**config.mk**
```make
export PLATFORM = sky130hd
export DESIGN_NAME = tcs_top
export DESIGN_NICKNAME = d
export VERILOG_FILES = /design/src/logic/tcs_pkg.sv /design/src/logic/tcs_chan.sv /design/src/logic/tcs_top.sv
export SDC_FILE = /design/constraint.sdc
export NUM_CORES = 1
export LEC_CHECK = 0
export CORE_AREA = 4 4 277 279
export CTS_BUF_LIST = sky130_fd_sc_hd__clkbuf_8
export DETAILED_ROUTE_END_ITERATION = 8
export DIE_AREA = 0 0 281 283
export DONT_BUFFER_PORTS = 1
export PLACE_DENSITY_LB_ADDON = 0.25
export SYNTH_ARGS = -nofsm -noshare
export SYNTH_HDL_FRONTEND = slang
export SYNTH_HIERARCHICAL = 1
export SYNTH_SLANG_ARGS = --single-unit
export TNS_END_PERCENT = 10
```
**constraint.sdc**
```tcl
create_clock -name aclk -period 4.8 [get_ports aclk]
set_input_delay 0.24 -clock aclk [delete_from_list [all_inputs] [get_ports aclk]]
set_output_delay 0.24 -clock aclk [all_outputs]
set_load 0.05 [all_outputs]
```
**src/logic/tcs_pkg.sv**
```systemverilog
// Shared constants and types of the timer channel status block
package tcs_pkg;

  localparam int NUM_CH = 6;
  localparam int CNT_W = 16;
  localparam int FLAG_W = 6;
  localparam int STAT_W = 8;
  localparam int NUM_GR = 4;
  localparam int ADDR_W = 8;
  localparam int DATA_W = 32;
  localparam int WORD_LSB = 2;
  localparam int IDX_W = 3;

  // Register map: one status word per channel
  localparam logic [ADDR_W-1:0] STATUS_BASE = 8'h00;
  localparam logic [ADDR_W-1:0] STATUS_STRIDE = 8'h04;

  // Counter wrap limits
  localparam logic [CNT_W-1:0] CNT_TOP = 16'hFFFF;
  localparam logic [CNT_W-1:0] CNT_ZERO = 16'h0000;

  // Status byte bit positions
  localparam int BIT_DIR = 7;
  localparam int BIT_RSV = 6;
  localparam int BIT_UNF = 5;
  localparam int BIT_OVF = 4;
  localparam int BIT_EVD = 3;
  localparam int BIT_EVC = 2;
  localparam int BIT_EVB = 1;
  localparam int BIT_EVA = 0;

  // Implemented event flags per channel kind
  localparam logic [FLAG_W-1:0] MASK_FOUR_GR = 6'h1F;
  localparam logic [FLAG_W-1:0] MASK_TWO_GR = 6'h33;
  // Channels that carry general registers C and D (channels 0 and 3)
  localparam logic [NUM_CH-1:0] CH_FOUR_GR = 6'h09;

  // Reset and fixed values
  localparam logic DIR_RESET = 1'b1;
  localparam logic RSV_ONE = 1'b1;
  localparam logic [FLAG_W-1:0] FLAGS_RESET = 6'h00;

  // AXI responses
  localparam logic [1:0] RESP_OKAY = 2'h0;
  localparam logic [1:0] RESP_SLVERR = 2'h2;

  // What the counter logic of one channel hands to its status register
  typedef struct packed {
    logic [CNT_W-1:0] counter;
    logic count_up;
    logic phase_mode;
    logic [NUM_GR-1:0][CNT_W-1:0] gen_reg;
    logic [NUM_GR-1:0] compare_mode;
    logic [NUM_GR-1:0] capture;
  } tcs_chan_in_t;

  typedef struct packed {
    logic hit;
    logic [IDX_W-1:0] idx;
  } tcs_dec_t;

endpackage

```
**src/logic/tcs_chan.sv**
```systemverilog
// One channel's status flags, count direction and interrupt requests
`timescale 1ns/1ns
module tcs_chan #(
  parameter bit FOUR_GR = 1'b0
) (
  input wire logic aclk,
  input wire logic aresetn,
  input wire tcs_pkg::tcs_chan_in_t chan_in,
  input wire logic rd_arm,
  input wire logic wr_clr,
  input wire logic [tcs_pkg::STAT_W-1:0] wr_byte,
  input wire logic [tcs_pkg::FLAG_W-1:0] irq_enable,
  output logic [tcs_pkg::STAT_W-1:0] status,
  output logic [tcs_pkg::FLAG_W-1:0] irq
);

  typedef struct packed {
    logic [tcs_pkg::CNT_W-1:0] prev_cnt;
    logic count_up;
    logic [tcs_pkg::FLAG_W-1:0] flags;
    logic [tcs_pkg::FLAG_W-1:0] armed;
    logic [tcs_pkg::FLAG_W-1:0] irq;
  } tcs_chan_state_t;

  localparam logic [tcs_pkg::FLAG_W-1:0] MASK =
    FOUR_GR ? tcs_pkg::MASK_FOUR_GR : tcs_pkg::MASK_TWO_GR;

  tcs_chan_state_t s_q;
  tcs_chan_state_t s_d;
  logic ovf;
  logic unf;
  logic [tcs_pkg::NUM_GR-1:0] gr_ev;
  logic [tcs_pkg::FLAG_W-1:0] set_vec;
  logic [tcs_pkg::FLAG_W-1:0] clr_vec;

  assign ovf = (s_q.prev_cnt == tcs_pkg::CNT_TOP) && (chan_in.counter == tcs_pkg::CNT_ZERO);
  assign unf = chan_in.phase_mode && (s_q.prev_cnt == tcs_pkg::CNT_ZERO)
               && (chan_in.counter == tcs_pkg::CNT_TOP);

  // Compare fires on arrival at the value, so a parked counter does not refire after a clear
  genvar g;
  generate
    for (g = 0; g < tcs_pkg::NUM_GR; g++) begin : g_gr
      assign gr_ev[g] = chan_in.compare_mode[g]
        ? ((chan_in.counter == chan_in.gen_reg[g]) && (chan_in.counter != s_q.prev_cnt))
        : chan_in.capture[g];
    end
  endgenerate

  assign set_vec = {unf, ovf, gr_ev} & MASK;
  // Only flags armed by an earlier read as 1 and written 0 are cleared
  assign clr_vec = wr_clr ? (s_q.armed & ~wr_byte[tcs_pkg::FLAG_W-1:0]) : '0;

  always_comb begin
    s_d = s_q;
    s_d.prev_cnt = chan_in.counter;
    s_d.count_up = chan_in.count_up;
    // Set wins over a clear in the same cycle
    s_d.flags = ((s_q.flags & ~clr_vec) | set_vec) & MASK;
    if (rd_arm) begin
      s_d.armed = s_q.flags & MASK;
    end else if (wr_clr) begin
      s_d.armed = '0;
    end
    s_d.irq = s_d.flags & irq_enable;
  end

  always_ff @(posedge aclk) begin
    if (!aresetn) begin
      s_q <= '{prev_cnt: tcs_pkg::CNT_ZERO, count_up: tcs_pkg::DIR_RESET,
               flags: tcs_pkg::FLAGS_RESET, armed: tcs_pkg::FLAGS_RESET,
               irq: tcs_pkg::FLAGS_RESET};
    end else begin
      s_q <= s_d;
    end
  end

  always_comb begin
    status = '0;
    status[tcs_pkg::FLAG_W-1:0] = s_q.flags;
    status[tcs_pkg::BIT_RSV] = tcs_pkg::RSV_ONE;
    status[tcs_pkg::BIT_DIR] = FOUR_GR ? tcs_pkg::RSV_ONE : s_q.count_up;
  end

  assign irq = s_q.irq;

endmodule

```
**src/logic/tcs_top.sv**
```systemverilog
// Six-channel timer status registers behind an AXI4-Lite slave
//
// Function
// - Each of the six channels has its own 8-bit status register showing only its own events.
// - In channels 1, 2, 4 and 5 bit 7 reads 1 while counting up and 0 while down, reset 1.
// - In channels 0 and 3 bit 7 always reads 1 and ignores writes.
// - Bit 6 always reads 1 in every channel and ignores writes.
// - In channels 1, 2, 4, 5 in phase counting, bit 5 sets on a wrap from 0000 to FFFF.
// - In channels 0 and 3 bit 5 always reads 0 and cannot be written.
// - In every channel bit 4 sets when the counter wraps from FFFF to 0000.
// - In channels 0 and 3 bit 3 sets on compare match or capture of register D.
// - In channels 0 and 3 bit 2 sets on compare match or capture of register C.
// - In all channels bit 1 sets on compare match or capture of register B.
// - In all channels bit 0 sets on compare match or capture of register A.
// - In channels 1, 2, 4 and 5 bits 3 and 2 always read 0 and cannot be written.
// - An event flag clears only when written 0 after having been read as 1.
// - Each flag drives its interrupt request only while its enable bit is 1.
`timescale 1ns/1ns
module tcs_top (
  input wire logic aclk,
  input wire logic aresetn,
  input wire logic [tcs_pkg::ADDR_W-1:0] s_axi_awaddr,
  input wire logic s_axi_awvalid,
  output logic s_axi_awready,
  input wire logic [tcs_pkg::DATA_W-1:0] s_axi_wdata,
  input wire logic [tcs_pkg::DATA_W/8-1:0] s_axi_wstrb,
  input wire logic s_axi_wvalid,
  output logic s_axi_wready,
  output logic [1:0] s_axi_bresp,
  output logic s_axi_bvalid,
  input wire logic s_axi_bready,
  input wire logic [tcs_pkg::ADDR_W-1:0] s_axi_araddr,
  input wire logic s_axi_arvalid,
  output logic s_axi_arready,
  output logic [tcs_pkg::DATA_W-1:0] s_axi_rdata,
  output logic [1:0] s_axi_rresp,
  output logic s_axi_rvalid,
  input wire logic s_axi_rready,
  input wire tcs_pkg::tcs_chan_in_t [tcs_pkg::NUM_CH-1:0] chan_in,
  input wire logic [tcs_pkg::NUM_CH-1:0][tcs_pkg::FLAG_W-1:0] timer_irq_enable,
  output logic [tcs_pkg::NUM_CH-1:0][tcs_pkg::FLAG_W-1:0] chan_irq
);

  typedef struct packed {
    logic aw_got;
    logic [tcs_pkg::ADDR_W-1:0] awaddr;
    logic w_got;
    logic [tcs_pkg::STAT_W-1:0] wbyte;
    logic wlane0;
    logic awready;
    logic wready;
    logic bvalid;
    logic [1:0] bresp;
    logic arready;
    logic rvalid;
    logic [tcs_pkg::DATA_W-1:0] rdata;
    logic [1:0] rresp;
  } tcs_bus_state_t;

  // Word index from byte address; low two bits are ignored
  function automatic tcs_pkg::tcs_dec_t tcs_decode(input logic [tcs_pkg::ADDR_W-1:0] addr);
    tcs_pkg::tcs_dec_t d;
    logic [tcs_pkg::ADDR_W-1:0] off;
    off = addr - tcs_pkg::STATUS_BASE;
    d.idx = off[tcs_pkg::WORD_LSB +: tcs_pkg::IDX_W];
    d.hit = (addr >= tcs_pkg::STATUS_BASE)
            && (off < tcs_pkg::ADDR_W'(tcs_pkg::NUM_CH * tcs_pkg::STATUS_STRIDE));
    return d;
  endfunction

  tcs_bus_state_t s_q;
  tcs_bus_state_t s_d;
  tcs_pkg::tcs_dec_t rd_dec;
  tcs_pkg::tcs_dec_t wr_dec;
  logic ar_fire;
  logic wr_fire;
  logic [tcs_pkg::NUM_CH-1:0] rd_arm;
  logic [tcs_pkg::NUM_CH-1:0] wr_clr;
  logic [tcs_pkg::NUM_CH-1:0][tcs_pkg::STAT_W-1:0] chan_status;

  assign rd_dec = tcs_decode(s_axi_araddr);
  assign wr_dec = tcs_decode(s_q.awaddr);
  assign ar_fire = s_axi_arvalid && s_q.arready;
  // A write acts once both halves are held and the previous response has gone
  assign wr_fire = s_q.aw_got && s_q.w_got && !s_q.bvalid;

  genvar c;
  generate
    for (c = 0; c < tcs_pkg::NUM_CH; c++) begin : g_ch
      // The read that returns a flag as 1 is the one that arms its clear
      assign rd_arm[c] = ar_fire && rd_dec.hit
                         && (rd_dec.idx == tcs_pkg::IDX_W'(c));
      assign wr_clr[c] = wr_fire && s_q.wlane0 && wr_dec.hit
                         && (wr_dec.idx == tcs_pkg::IDX_W'(c));
      tcs_chan #(
        .FOUR_GR(tcs_pkg::CH_FOUR_GR[c])
      ) u_chan (
        .aclk(aclk),
        .aresetn(aresetn),
        .chan_in(chan_in[c]),
        .rd_arm(rd_arm[c]),
        .wr_clr(wr_clr[c]),
        .wr_byte(s_q.wbyte),
        .irq_enable(timer_irq_enable[c]),
        .status(chan_status[c]),
        .irq(chan_irq[c])
      );
    end
  endgenerate

  always_comb begin
    s_d = s_q;
    if (s_axi_awvalid && s_q.awready) begin
      s_d.aw_got = 1'b1;
      s_d.awaddr = s_axi_awaddr;
    end
    if (s_axi_wvalid && s_q.wready) begin
      s_d.w_got = 1'b1;
      s_d.wbyte = s_axi_wdata[tcs_pkg::STAT_W-1:0];
      s_d.wlane0 = s_axi_wstrb[0];
    end
    if (s_q.bvalid && s_axi_bready) begin
      s_d.bvalid = 1'b0;
    end
    if (wr_fire) begin
      s_d.aw_got = 1'b0;
      s_d.w_got = 1'b0;
      s_d.bvalid = 1'b1;
      s_d.bresp = wr_dec.hit ? tcs_pkg::RESP_OKAY : tcs_pkg::RESP_SLVERR;
    end
    s_d.awready = !s_d.aw_got && !s_d.bvalid;
    s_d.wready = !s_d.w_got && !s_d.bvalid;
    if (s_q.rvalid && s_axi_rready) begin
      s_d.rvalid = 1'b0;
    end
    if (ar_fire) begin
      s_d.rvalid = 1'b1;
      s_d.rdata = '0;
      s_d.rresp = tcs_pkg::RESP_SLVERR;
      if (rd_dec.hit) begin
        s_d.rdata[tcs_pkg::STAT_W-1:0] = chan_status[rd_dec.idx];
        s_d.rresp = tcs_pkg::RESP_OKAY;
      end
    end
    s_d.arready = !s_d.rvalid;
  end

  always_ff @(posedge aclk) begin
    if (!aresetn) begin
      s_q <= '0;
    end else begin
      s_q <= s_d;
    end
  end

  assign s_axi_awready = s_q.awready;
  assign s_axi_wready = s_q.wready;
  assign s_axi_bvalid = s_q.bvalid;
  assign s_axi_bresp = s_q.bresp;
  assign s_axi_arready = s_q.arready;
  assign s_axi_rvalid = s_q.rvalid;
  assign s_axi_rdata = s_q.rdata;
  assign s_axi_rresp = s_q.rresp;

endmodule

```
Word-level counts from Yosys, hierarchy flattened
Cells that the tools add are included.
{ "classes": {"order_cmp": 5, "n_eq_ne": 42, "muxes": 46, "bitwise": 31, "reduce_logical": 79} }
{ "ops": {"columns": ["operator", "n"], "rows": [
  ["16-bit == test", 16],
  ["16-bit == test (second input constant)", 10],
  ["16-bit zero test", 10],
  ["16-bit != test", 6],
  ["6-bit bitwise AND", 12],
  ["6-bit 2-to-1 mux", 12],
  ["1-bit logical AND", 56],
  ["35-bit 2-to-1 mux", 1],
  ["5-bit 2-to-1 mux", 6],
  ["6-bit NOT", 5],
  ["8-bit binary-select mux with 3-bit select", 1],
  ["6-bit OR", 4],
  ["5-bit bitwise AND", 4],
  ["1-bit 2-to-1 mux", 20],
  ["10-bit 2-to-1 mux", 2],
  ["8-bit by 1-bit greater-or-equal comparator with 1-bit output (second input constant)", 2],
  ["8-bit by 5-bit less-than comparator with 1-bit output (second input constant)", 2],
  ["5-bit by 6-bit bitwise AND with 6-bit output", 2],
  ["3-bit by 2-bit == test with 1-bit output (second input constant)", 4],
  ["3-bit == test (second input constant)", 4],
  ["2-bit nonzero test", 6],
  ["5-bit NOT", 2],
  ["5-bit OR", 2],
  ["9-bit 2-to-1 mux", 1],
  ["7 further kinds", 13]
]} }
{ "totals": {"register_bits": 232, "output_inout_bits": 77} }

Longest topological paths before layout
Gate-level depths: netlist of run 1.
{ "logic_depth": {"depth_word": 10, "mapped_depth": 10, "ltp_nobuf": 8} }

By module
The synthesis of run 1 kept the hierarchy.
{ "modules_own_cells": {"columns": ["module", "instances", "cells_each", "area_each_um2", "seq_area_each_um2"], "rows": [
  ["tcs_chan at g_ch[1].u_chan ...", 4, 203, 1770.4, 580.6],
  ["tcs_chan at g_ch[0].u_chan ...", 2, 247, 2272.2, 620.6],
  ["tcs_top", 1, 218, 1856.8, 640.6]
]} }

Worst setup path before layout of run 1
Ideal clock, no wire load.
{ "synth_timing": {"kind": "flip-flop to flip-flop", "from": "register s_q, in the netlist s_axi_bvalid", "to": "register g_ch[0].u_chan.s_q, in the netlist g_ch[0].u_chan/irq[0]", "setup_time_ns": 0.115, "arrival_ns": 2.238, "required_time_ns": 4.685, "slack_ns": 2.447, "stages_incl_launch_ff": 10, "path_buffers": 2, "period_less_slack_ns": 2.353, "cell_sequence": "dfxtp_1 nand3b_4 or4_1 clkbuf_2 nor4_1 clkbuf_1 nand3b_1 a21oi_1 o31ai_1 and3_1"} }
{ "synth_between": {"elab_chain_len": 10} }
{ "synth_rtl": {"columns": ["item", "line", "rtl"], "rows": [
  ["start: declaration", "tcs_top.sv:71", "tcs_bus_state_t s_q;"],
  ["start signal: assignment", "tcs_top.sv:150", "s_q <= '0;"],
  ["start signal: assignment", "tcs_top.sv:152", "s_q <= s_d;"],
  ["1-bit zero test", "tcs_top.sv:85", "assign wr_fire = s_q.aw_got && s_q.w_got && !s_q.bvalid;"],
  ["1-bit logical AND", "tcs_top.sv:85", null],
  ["1-bit logical AND (2 in a row)", "tcs_top.sv:93", "assign wr_clr[c] = wr_fire && s_q.wlane0 && wr_dec.hit"],
  ["1-bit logical AND", "tcs_top.sv:94", "&& (wr_dec.idx == tcs_pkg::IDX_W'(c));"],
  ["net wr_clr (one bit)", "tcs_top.sv:78", "logic [tcs_pkg::NUM_CH-1:0] wr_clr;"],
  ["5-bit 2-to-1 mux", "tcs_chan.sv:52", "assign clr_vec = wr_clr ? (s_q.armed & ~wr_byte[tcs_pkg::FLAG_W-1:0]) : '0;"],
  ["5-bit NOT", "tcs_chan.sv:59", "s_d.flags = ((s_q.flags & ~clr_vec) | set_vec) & MASK;"],
  ["5-bit bitwise AND", "tcs_chan.sv:59", null],
  ["5-bit OR", "tcs_chan.sv:59", null],
  ["5-bit by 6-bit bitwise AND with 6-bit output", "tcs_chan.sv:65", "s_d.irq = s_d.flags & irq_enable;"],
  ["end signal: assignment", "tcs_chan.sv:70", "s_q <= '{prev_cnt: tcs_pkg::CNT_ZERO, count_up: tcs_pkg::DIR_RESET,"],
  ["end: declaration", "tcs_chan.sv:28", "tcs_chan_state_t s_q;"]
]} }
The timed path passes the listed nets, and every way through them passes these cells.
A chain may end at the register's enable or synchronous reset.

Final worst setup path of run 1
{ "layout_timing": {"from": "register s_q, in the netlist s_axi_bvalid", "to": "register g_ch[5].u_chan.s_q, in the netlist g_ch[5].u_chan/irq[1]"} }
{ "layout_between": {"elab_chain_len": 10} }
{ "layout_rtl": {"columns": ["item", "line"], "rows": [
  ["1-bit zero test", "tcs_top.sv:85"],
  ["1-bit logical AND", "tcs_top.sv:85"],
  ["1-bit logical AND (2 in a row)", "tcs_top.sv:93"],
  ["1-bit logical AND", "tcs_top.sv:94"],
  ["net wr_clr (one bit)", "tcs_top.sv:78"],
  ["6-bit 2-to-1 mux", "tcs_chan.sv:52"],
  ["6-bit NOT", "tcs_chan.sv:59"],
  ["6-bit bitwise AND", "tcs_chan.sv:59"],
  ["6-bit OR", "tcs_chan.sv:59"],
  ["6-bit bitwise AND", "tcs_chan.sv:65"],
  ["end signal: assignment", "tcs_chan.sv:70"],
  ["end: declaration", "tcs_chan.sv:28"]
]} }
The timed path passes the listed nets, and every way through them passes these cells.

==> results of run 1 <==
## state kept, by name, summed over array words and instances, names as in the netlist
| signal | cells |
|---|---|
| s_axi_bvalid | 1 |
| s_axi_rdata | 8 |
| s_axi_rresp | 1 |
| s_axi_arready | 1 |
| s_q | 15 |
| s_axi_wready | 1 |
| g_ch.u_chan/s_q | 122 |
| s_axi_bresp | 1 |
| s_axi_rvalid | 1 |
| g_ch.u_chan/status | 30 |
| s_axi_awready | 1 |
| g_ch.u_chan/irq | 26 |
## worst min-delay path by stage
stage | start | endpoint | slack (ns) | cells after the start
global route | chan_in[176] | g_ch[1].u_chan/status[4]$_SDFF_PN0_ | 0.04 | 4
finish | chan_in[271] | g_ch[3].u_chan/status[1]$_SDFF_PN0_ | 0.08 | 4
global placement | chan_in[253] | g_ch[2].u_chan/status[7]$_SDFF_PN1_ | 0.35 | 1
CTS | chan_in[203] | g_ch[2].u_chan/status[0]$_SDFF_PN0_ | 0.0004 | 4
floorplan | aresetn | g_ch[1].u_chan/status[7]$_SDFF_PN1_ | 0.31 | 1
detailed placement | chan_in[253] | g_ch[2].u_chan/status[7]$_SDFF_PN1_ | 0.35 | 1
## area by class of cell
type	instances	area (um^2)	share of cell area [%]
Antenna cell	4	10.01	0.05766
Inverter	4	15.01	0.08649
Clock inverter	18	151.4	0.8721
Clock buffer	55	757.0	4.360
Sequential cell	208	4164	23.99
Multi-Input combinational cell	1091	7737	44.57
Timing Repair Buffer	331	3313	19.08
Tap cell	969	1212	6.984
## placed cells by master, fill, tap and decap left out, types with 26 or more instances in the layout
| cell | count |
|---|---|
| xnor2_1 | 106 |
| xor2_1 | 240 |
| and2_1 | 126 |
| nor2b_1 | 44 |
| conb_1 | 54 |
| a21oi_1 | 57 |
| nor3b_1 | 26 |
| nand2_1 | 49 |
| dlygate4sd3_1 | 323 |
| nand3_1 | 44 |
| dfxtp_1 | 208 |
| nand4_1 | 77 |
| clkbuf_8 | 55 |
| nor4_1 | 76 |
## metal layers
metal | routed length (um) | up-vias | GRT usage (%)
met5 | 48 | - | 0
met4 | 1514 | 8 | 4.232
met3 | 3433 | 98 | 2.610
met2 | 26840 | 459 | 23.17
met1 | 23600 | 5488 | 16.53
li1 | - | 5298 | -
## stage by stage
step                power, mW  area (um^2)
global route            4.934        17350
CTS                     4.803        17350
detailed placement      2.437        13180
finish                  4.689        17360
floorplan               2.521        13570
global placement        2.430        13180
## repair_timing
action / in CTS / in global routing
hold buffers: 324 / 0
endpoints found under the hold margin: 207 / 0
endpoints found under the setup margin: 0 / 0
## worst reg2reg max path: cells and delay by family, from the launching register on
kind / cells / cell delay (ns)
compound gates: 2 / 0.46
simple gates: 5 / 2.16
flops: 1 / 0.50
buf+inv: 1 / 0.54
## report_power, final
part / internal, mW / switching [mW] / leakage (nW)
combinational: 0.420 / 0.312 / 4.16
clock: 1.18 / 0.861 / 0.512
sequential: 1.80 / 0.116 / 1.71
total: 3.40 / 1.29 / 6.38
==> metrics.md, run 1 <==
| Metric | Value |
|---|---|
| Status | finished, final reports clean |
| Crit path to | g_ch[5].u_chan/irq[1]$_SDFF_PN0_ |
| Lkg Pwr | 6.382 nW |
| Hold Slack | 0.07926 ns |
| CP arrival | 4.23 ns |
| Critical R2R Capture | g_ch[5].u_chan/irq[1]$_SDFF_PN0_ |
| Final Setup Violations | 0 |
| Die area | 79,520 um^2 |
| Gp weighted congestion | 0.8384 |
| # fillers | 8,025 |
| Startpoint Class | flip-flop |
| Setup_tns | 0 ns |
| Cells after Synth | 1,516 |
| Crit path time final | 3.761 ns |
| Starting Density | 18.08% |
| Site Rows | 100 |
| CTS root buf | clkbuf_8 |
| Slowest-stage cell, CP | nor4b_2 |
| Setup crit start | s_axi_bvalid$_SDFF_PN0_ |
| Area Overhead vs Synth | 29.38% |
| Clock Skew | 0.01730 ns |
| Syn_area_per_cell | 8.851 um^2 |
| Final Util | 23.40% |
| Yosys warnings | 6 |
| Initial DRC Count | 602 |
| Fin cells | 2,680 |
| Worst skew pair latency | 0.59 ns |
| FMAX | 265.9 MHz |
| # nets final | 2,315 |
| Overall Global Routing Usage | 13.33% |
| Post-Syn Area | 13,420 um^2 |
| H-tree levels | 2 |
| Horiz. Die Dim | 281 um |
| CTS tree | built |
| Overflow after GRT | 0 |
| Share of cells above drive strength 1 | 6.620% |
| DRC | 0 |
| Clock-pin transition on the worst setup and hold timing paths | 0.06 ns |
| Max_cap viols | 0 |
| Max clock buf depth | 3 |
| Final wirelength | 55,440 um |
| Setup ws final | 1.039 ns |
| Detailed Place HPWL | 38,680 um |
| Critical path depth | 8 |
| Via/cell ratio | 4.235 |
| First-pass GRT wire length | 79,450 um |
| Crit-path max FO | 8 |
| Worst Hold Class | primary input to flip-flop |
| Chip height | 283 um |
| Final period util | 78.35% |
| Reg2Reg Setup Slack | 1.04 ns |
| Final ANT Viol Nets | 0 |
| Placed Cells incl. Taps | 2,279 |
| Hold Vio Cnt, Final | 0 |
| Total CTS buffers | 44 |
| WP buf/inv | 1 |
| Rel. slew slack | 32.65% |
| Worst IR drop on VDD | 176.1 uV |
| Final Max Tran Viols | 0 |
| Critical path capture point type | flip-flop |
| Via count | 11,351 |
| Place WS | 1.644 ns |
| Core area | 74,200 um^2 |
| Worst path cell trace | nand3b_4, or4_1, nor4b_2, nand3b_1, a21oi_1, o31ai_1, and3_1, dlygate4sd3_1 |
| WL/cell | 20.69 um |
| Post-CTS Setup Repair Bufs | 0 |
| CP peak stage delay | 0.91 ns |
| Clock Sink Count | 208 |
| Initial antenna violation count | 11 |
| Worst EP required | 5.27 ns |
| CP delay by family, top | simple AND/OR/NAND/NOR gates |
| Least-Margin Pin Slew | 1.005 ns |
| Port Buffers | 0 |
| I/O pin cnt | 712 |
| Reg2Reg Depth | 8 |
| PD cells | 270.1 nW/um^2 |
| 1st-pass router iterations | 5 |
| Largest net degree at the start of global routing | 108 |
| RSZ-0062 raised after global routing | false |
| Worst r2r src | s_axi_bvalid$_SDFF_PN0_ |
| CP Class | flip-flop to flip-flop |
| Number of global-route vias before repair | 12,038 |
| Resized Gates After CTS | 0 |
Note: power is estimated with default switching activity, not from simulation.
==> inputs of run 2 (changes only) <==
- clock period: 4.8 -> 3.7 ns (I/O delays scaled with it)
==> run 2 against run 1 <==
Net effect:
- count of clock-buffer cells in the layout fell by 2
- highest routed layer unchanged
- worst hold slack got worse by 0.0034 ns
- register-to-register slack got worse by 0.87 ns
- largest cell class unchanged
- clock skew rose by 0.016 ns
- routed wire length rose by 1.4%
- utilization rose by 0.36 points
- largest power group unchanged
==> metrics.md, run 2 (synthesis gave the netlist of run 1 again) <==
| Metric | Value |
|---|---|
| Status | finished, final reports clean |
| Clock Sink Count | 208 (unchanged) |
| Hold Slack | 0.07586 ns (-0.003402 ns) |
| Overall Global Routing Usage | 13.44% (+0.11 points) |
| Busiest grt layer | met2 |
| GR Layer Usage met3 | 3.063% (+0.45 points) |
| Chip height | 283 um (unchanged) |
| Post-CTS Setup Repair Bufs | 0 (unchanged) |
| # nets final | 2,342 (+1.2%) |
| Via/cell ratio | 4.249 (+0.32%) |
| Final period util | 95.49% (+17 points) |
| Final ANT Viol Nets | 0 (unchanged) |
| Most frequent cells in the layout | dlygate4sd3_1, xor2_1, dfxtp_1, and2_1, xnor2_1 |
| # fillers | 8,082 (+0.71%) |
| Least-Margin Pin Slew | 1.120 ns (+0.1148 ns) |
| Hold Vio Cnt, Final | 0 (unchanged) |
| CTS root buf | clkbuf_8 |
| CP Class | flip-flop to flip-flop |
| CTS tree | built |
| Slowest-stage cell, CP | dlygate4sd3_1 |
| Met1 usage | 16.58% (+0.057 points) |
| Worst EP required | 4.18 ns (-1.09 ns) |
| Port Buffers | 0 (unchanged) |
| Detailed Place HPWL | 38,730 um (+0.13%) |
| Worst Hold Class | primary input to flip-flop |
| FMAX | 283.0 MHz (+6.4%) |
| Clock Skew | 0.03363 ns (+0.01634 ns) |
| Horiz. Die Dim | 281 um (unchanged) |
| WL/cell | 20.73 um (+0.22%) |
| Worst IR drop on VDD | 174.1 uV (-1.2%) |
| First-pass GRT wire length | 80,100 um (+0.83%) |
| Final Max Tran Viols | 0 (unchanged) |
| Startpoint Class | flip-flop |
| Core area | 74,200 um^2 (unchanged) |
| Site Rows | 100 (unchanged) |
| Most common cell after layout, fill and taps aside | dlygate4sd3_1 |
| DRC | 0 (unchanged) |
| Clock-pin transition on the worst setup and hold timing paths | 0.06 ns (about the same) |
| CP arrival | 4.01 ns (-0.22 ns) |
| Overflow after GRT | 0 (unchanged) |
| Starting Density | 18.08% (unchanged) |
| Max clock buf depth | 3 (unchanged) |
| Final Setup Violations | 0 (unchanged) |
| Via count | 11,523 (+1.5%) |
| Max_cap viols | 0 (unchanged) |
| Gp weighted congestion | 0.8383 (about the same) |
| Global-route met2 utilization | 22.59% (-0.58 points) |
| Number of global-route vias before repair | 12,228 (+1.6%) |
| Most flop-heavy register | g_ch.u_chan/s_q |
| H-tree levels | 2 (unchanged) |
| Initial antenna violation count | 14 (+3) |
| Total CTS buffers | 43 (-2.3%) |
| Worst path cell trace | nand3b_4, or4_4, nor4_2, buf_4, nand3b_1, a21oi_1, o31ai_1, dlygate4sd3_1, and3_1, dlygate4sd3_1 |
| Critical path capture point type | flip-flop |
| 1st-pass router iterations | 5 (unchanged) |
| Worst skew pair latency | 0.61 ns (+0.02 ns) |
| Area Overhead vs Synth | 31.39% |
| Number of flip-flops in the largest register | 122 (unchanged) |
| Crit path time final | 3.533 ns (-0.2275 ns) |
| Multi-input gate area | 7741 um^2 (about the same) |
| Reg area | 4164 um^2 (unchanged) |
| I/O pin cnt | 712 (unchanged) |
| PD cells | 345.2 nW/um^2 (+28%) |
| CP peak stage delay | 0.58 ns (-0.33 ns) |
| Lkg Pwr | 6.468 nW (+1.3%) |
| Die area | 79,520 um^2 (unchanged) |
| Initial DRC Count | 577 (-4.2%) |
| Final wirelength | 56,220 um (+1.4%) |
| Share of cells above drive strength 1 | 6.740% (+0.12 points) |
| Largest net degree at the start of global routing | 110 (+1.9%) |
| Overall power | 6.085 mW (+30%) |
| Crit-path max FO | 8 (unchanged) |
| Top cell by count, worst path | dlygate4sd3_1 |
| Rel. slew slack | 24.69% (-8.0 points) |
[run 2: cell types whose count changed in the layout (fill, tap and decap cells not counted), sizes merged]
cell	before	now
bufinv	3	2
clkbuf	55	53
clkinvlp	0	1
buf	8	10
diode	4	7
dlygate4sd3	323	349
inv	14	17
[run 2: worst paths after layout]
kind,end,start,depth (start not counted),slack (ns)
worst max-delay path,g_ch[4].u_chan/irq[0]$_SDFF_PN0_,s_axi_bvalid$_SDFF_PN0_,10,0.17
worst min-delay path,s_axi_rdata[4]$_SDFFE_PN0P_,s_axi_araddr[3],3,0.08
worst max register to register,g_ch[4].u_chan/irq[0]$_SDFF_PN0_,s_axi_bvalid$_SDFF_PN0_,10,0.17
worst min register to register,s_q[58]$_SDFFE_PN0P_,s_q[58]$_SDFFE_PN0P_,2,0.49
[run 2: layer usage]
layer | vias to the layer above | share of wire, %
met4 | 8 | 3.6
met2 | 497 | 47
met5 | - | 0.085
met1 | 5562 | 42
met3 | 103 | 6.9
li1 | 5353 | -
[run 2: stage by stage]
stage               util, %  area, um^2  instances  setup slack [ns]  setup TNS (ns)
finish                23.76       17630       2712            0.1669               0
global route          23.75       17620       2709         -0.001872       -0.001872
CTS                   23.73       17610       2705           0.02277               0
detailed placement    17.79       13200       2281            0.6663               0
global placement      17.79       13200       2281            0.6368               0
floorplan                 -       13570       1557             1.347               0
[run 2: power breakdown]
part | internal, mW | switching, mW
registers | 2.33 | 0.149
logic | 0.562 | 0.430
clock network | 1.44 | 1.17
total | 4.33 | 1.75
[run 2: repair_timing]
action	CTS	global route
gates resized for setup	0	1
hold buffers	350	0
endpoints found under the setup margin	0	4
hold endpoints to repair	207	0
[run 2: final cells by class]
type                            count  share of cell area, %
Tap cell                          969                  6.877
Sequential cell                   208                  23.62
Inverter                            4                0.08517
Antenna cell                        7                0.09936
Clock inverter                     21                 0.9155
Timing Repair Buffer              359                  20.35
Clock buffer                       53                  4.138
Multi-Input combinational cell   1091                  43.91
[run 2: critical path, delay by kind of cell, from the launching register on]
family | cells | cell delay [ns]
AOI/OAI and AO/OA | 2 | 0.24
buffers and inverters | 3 | 1.34
and+or+nand+nor | 5 | 1.32
DFF | 1 | 0.50
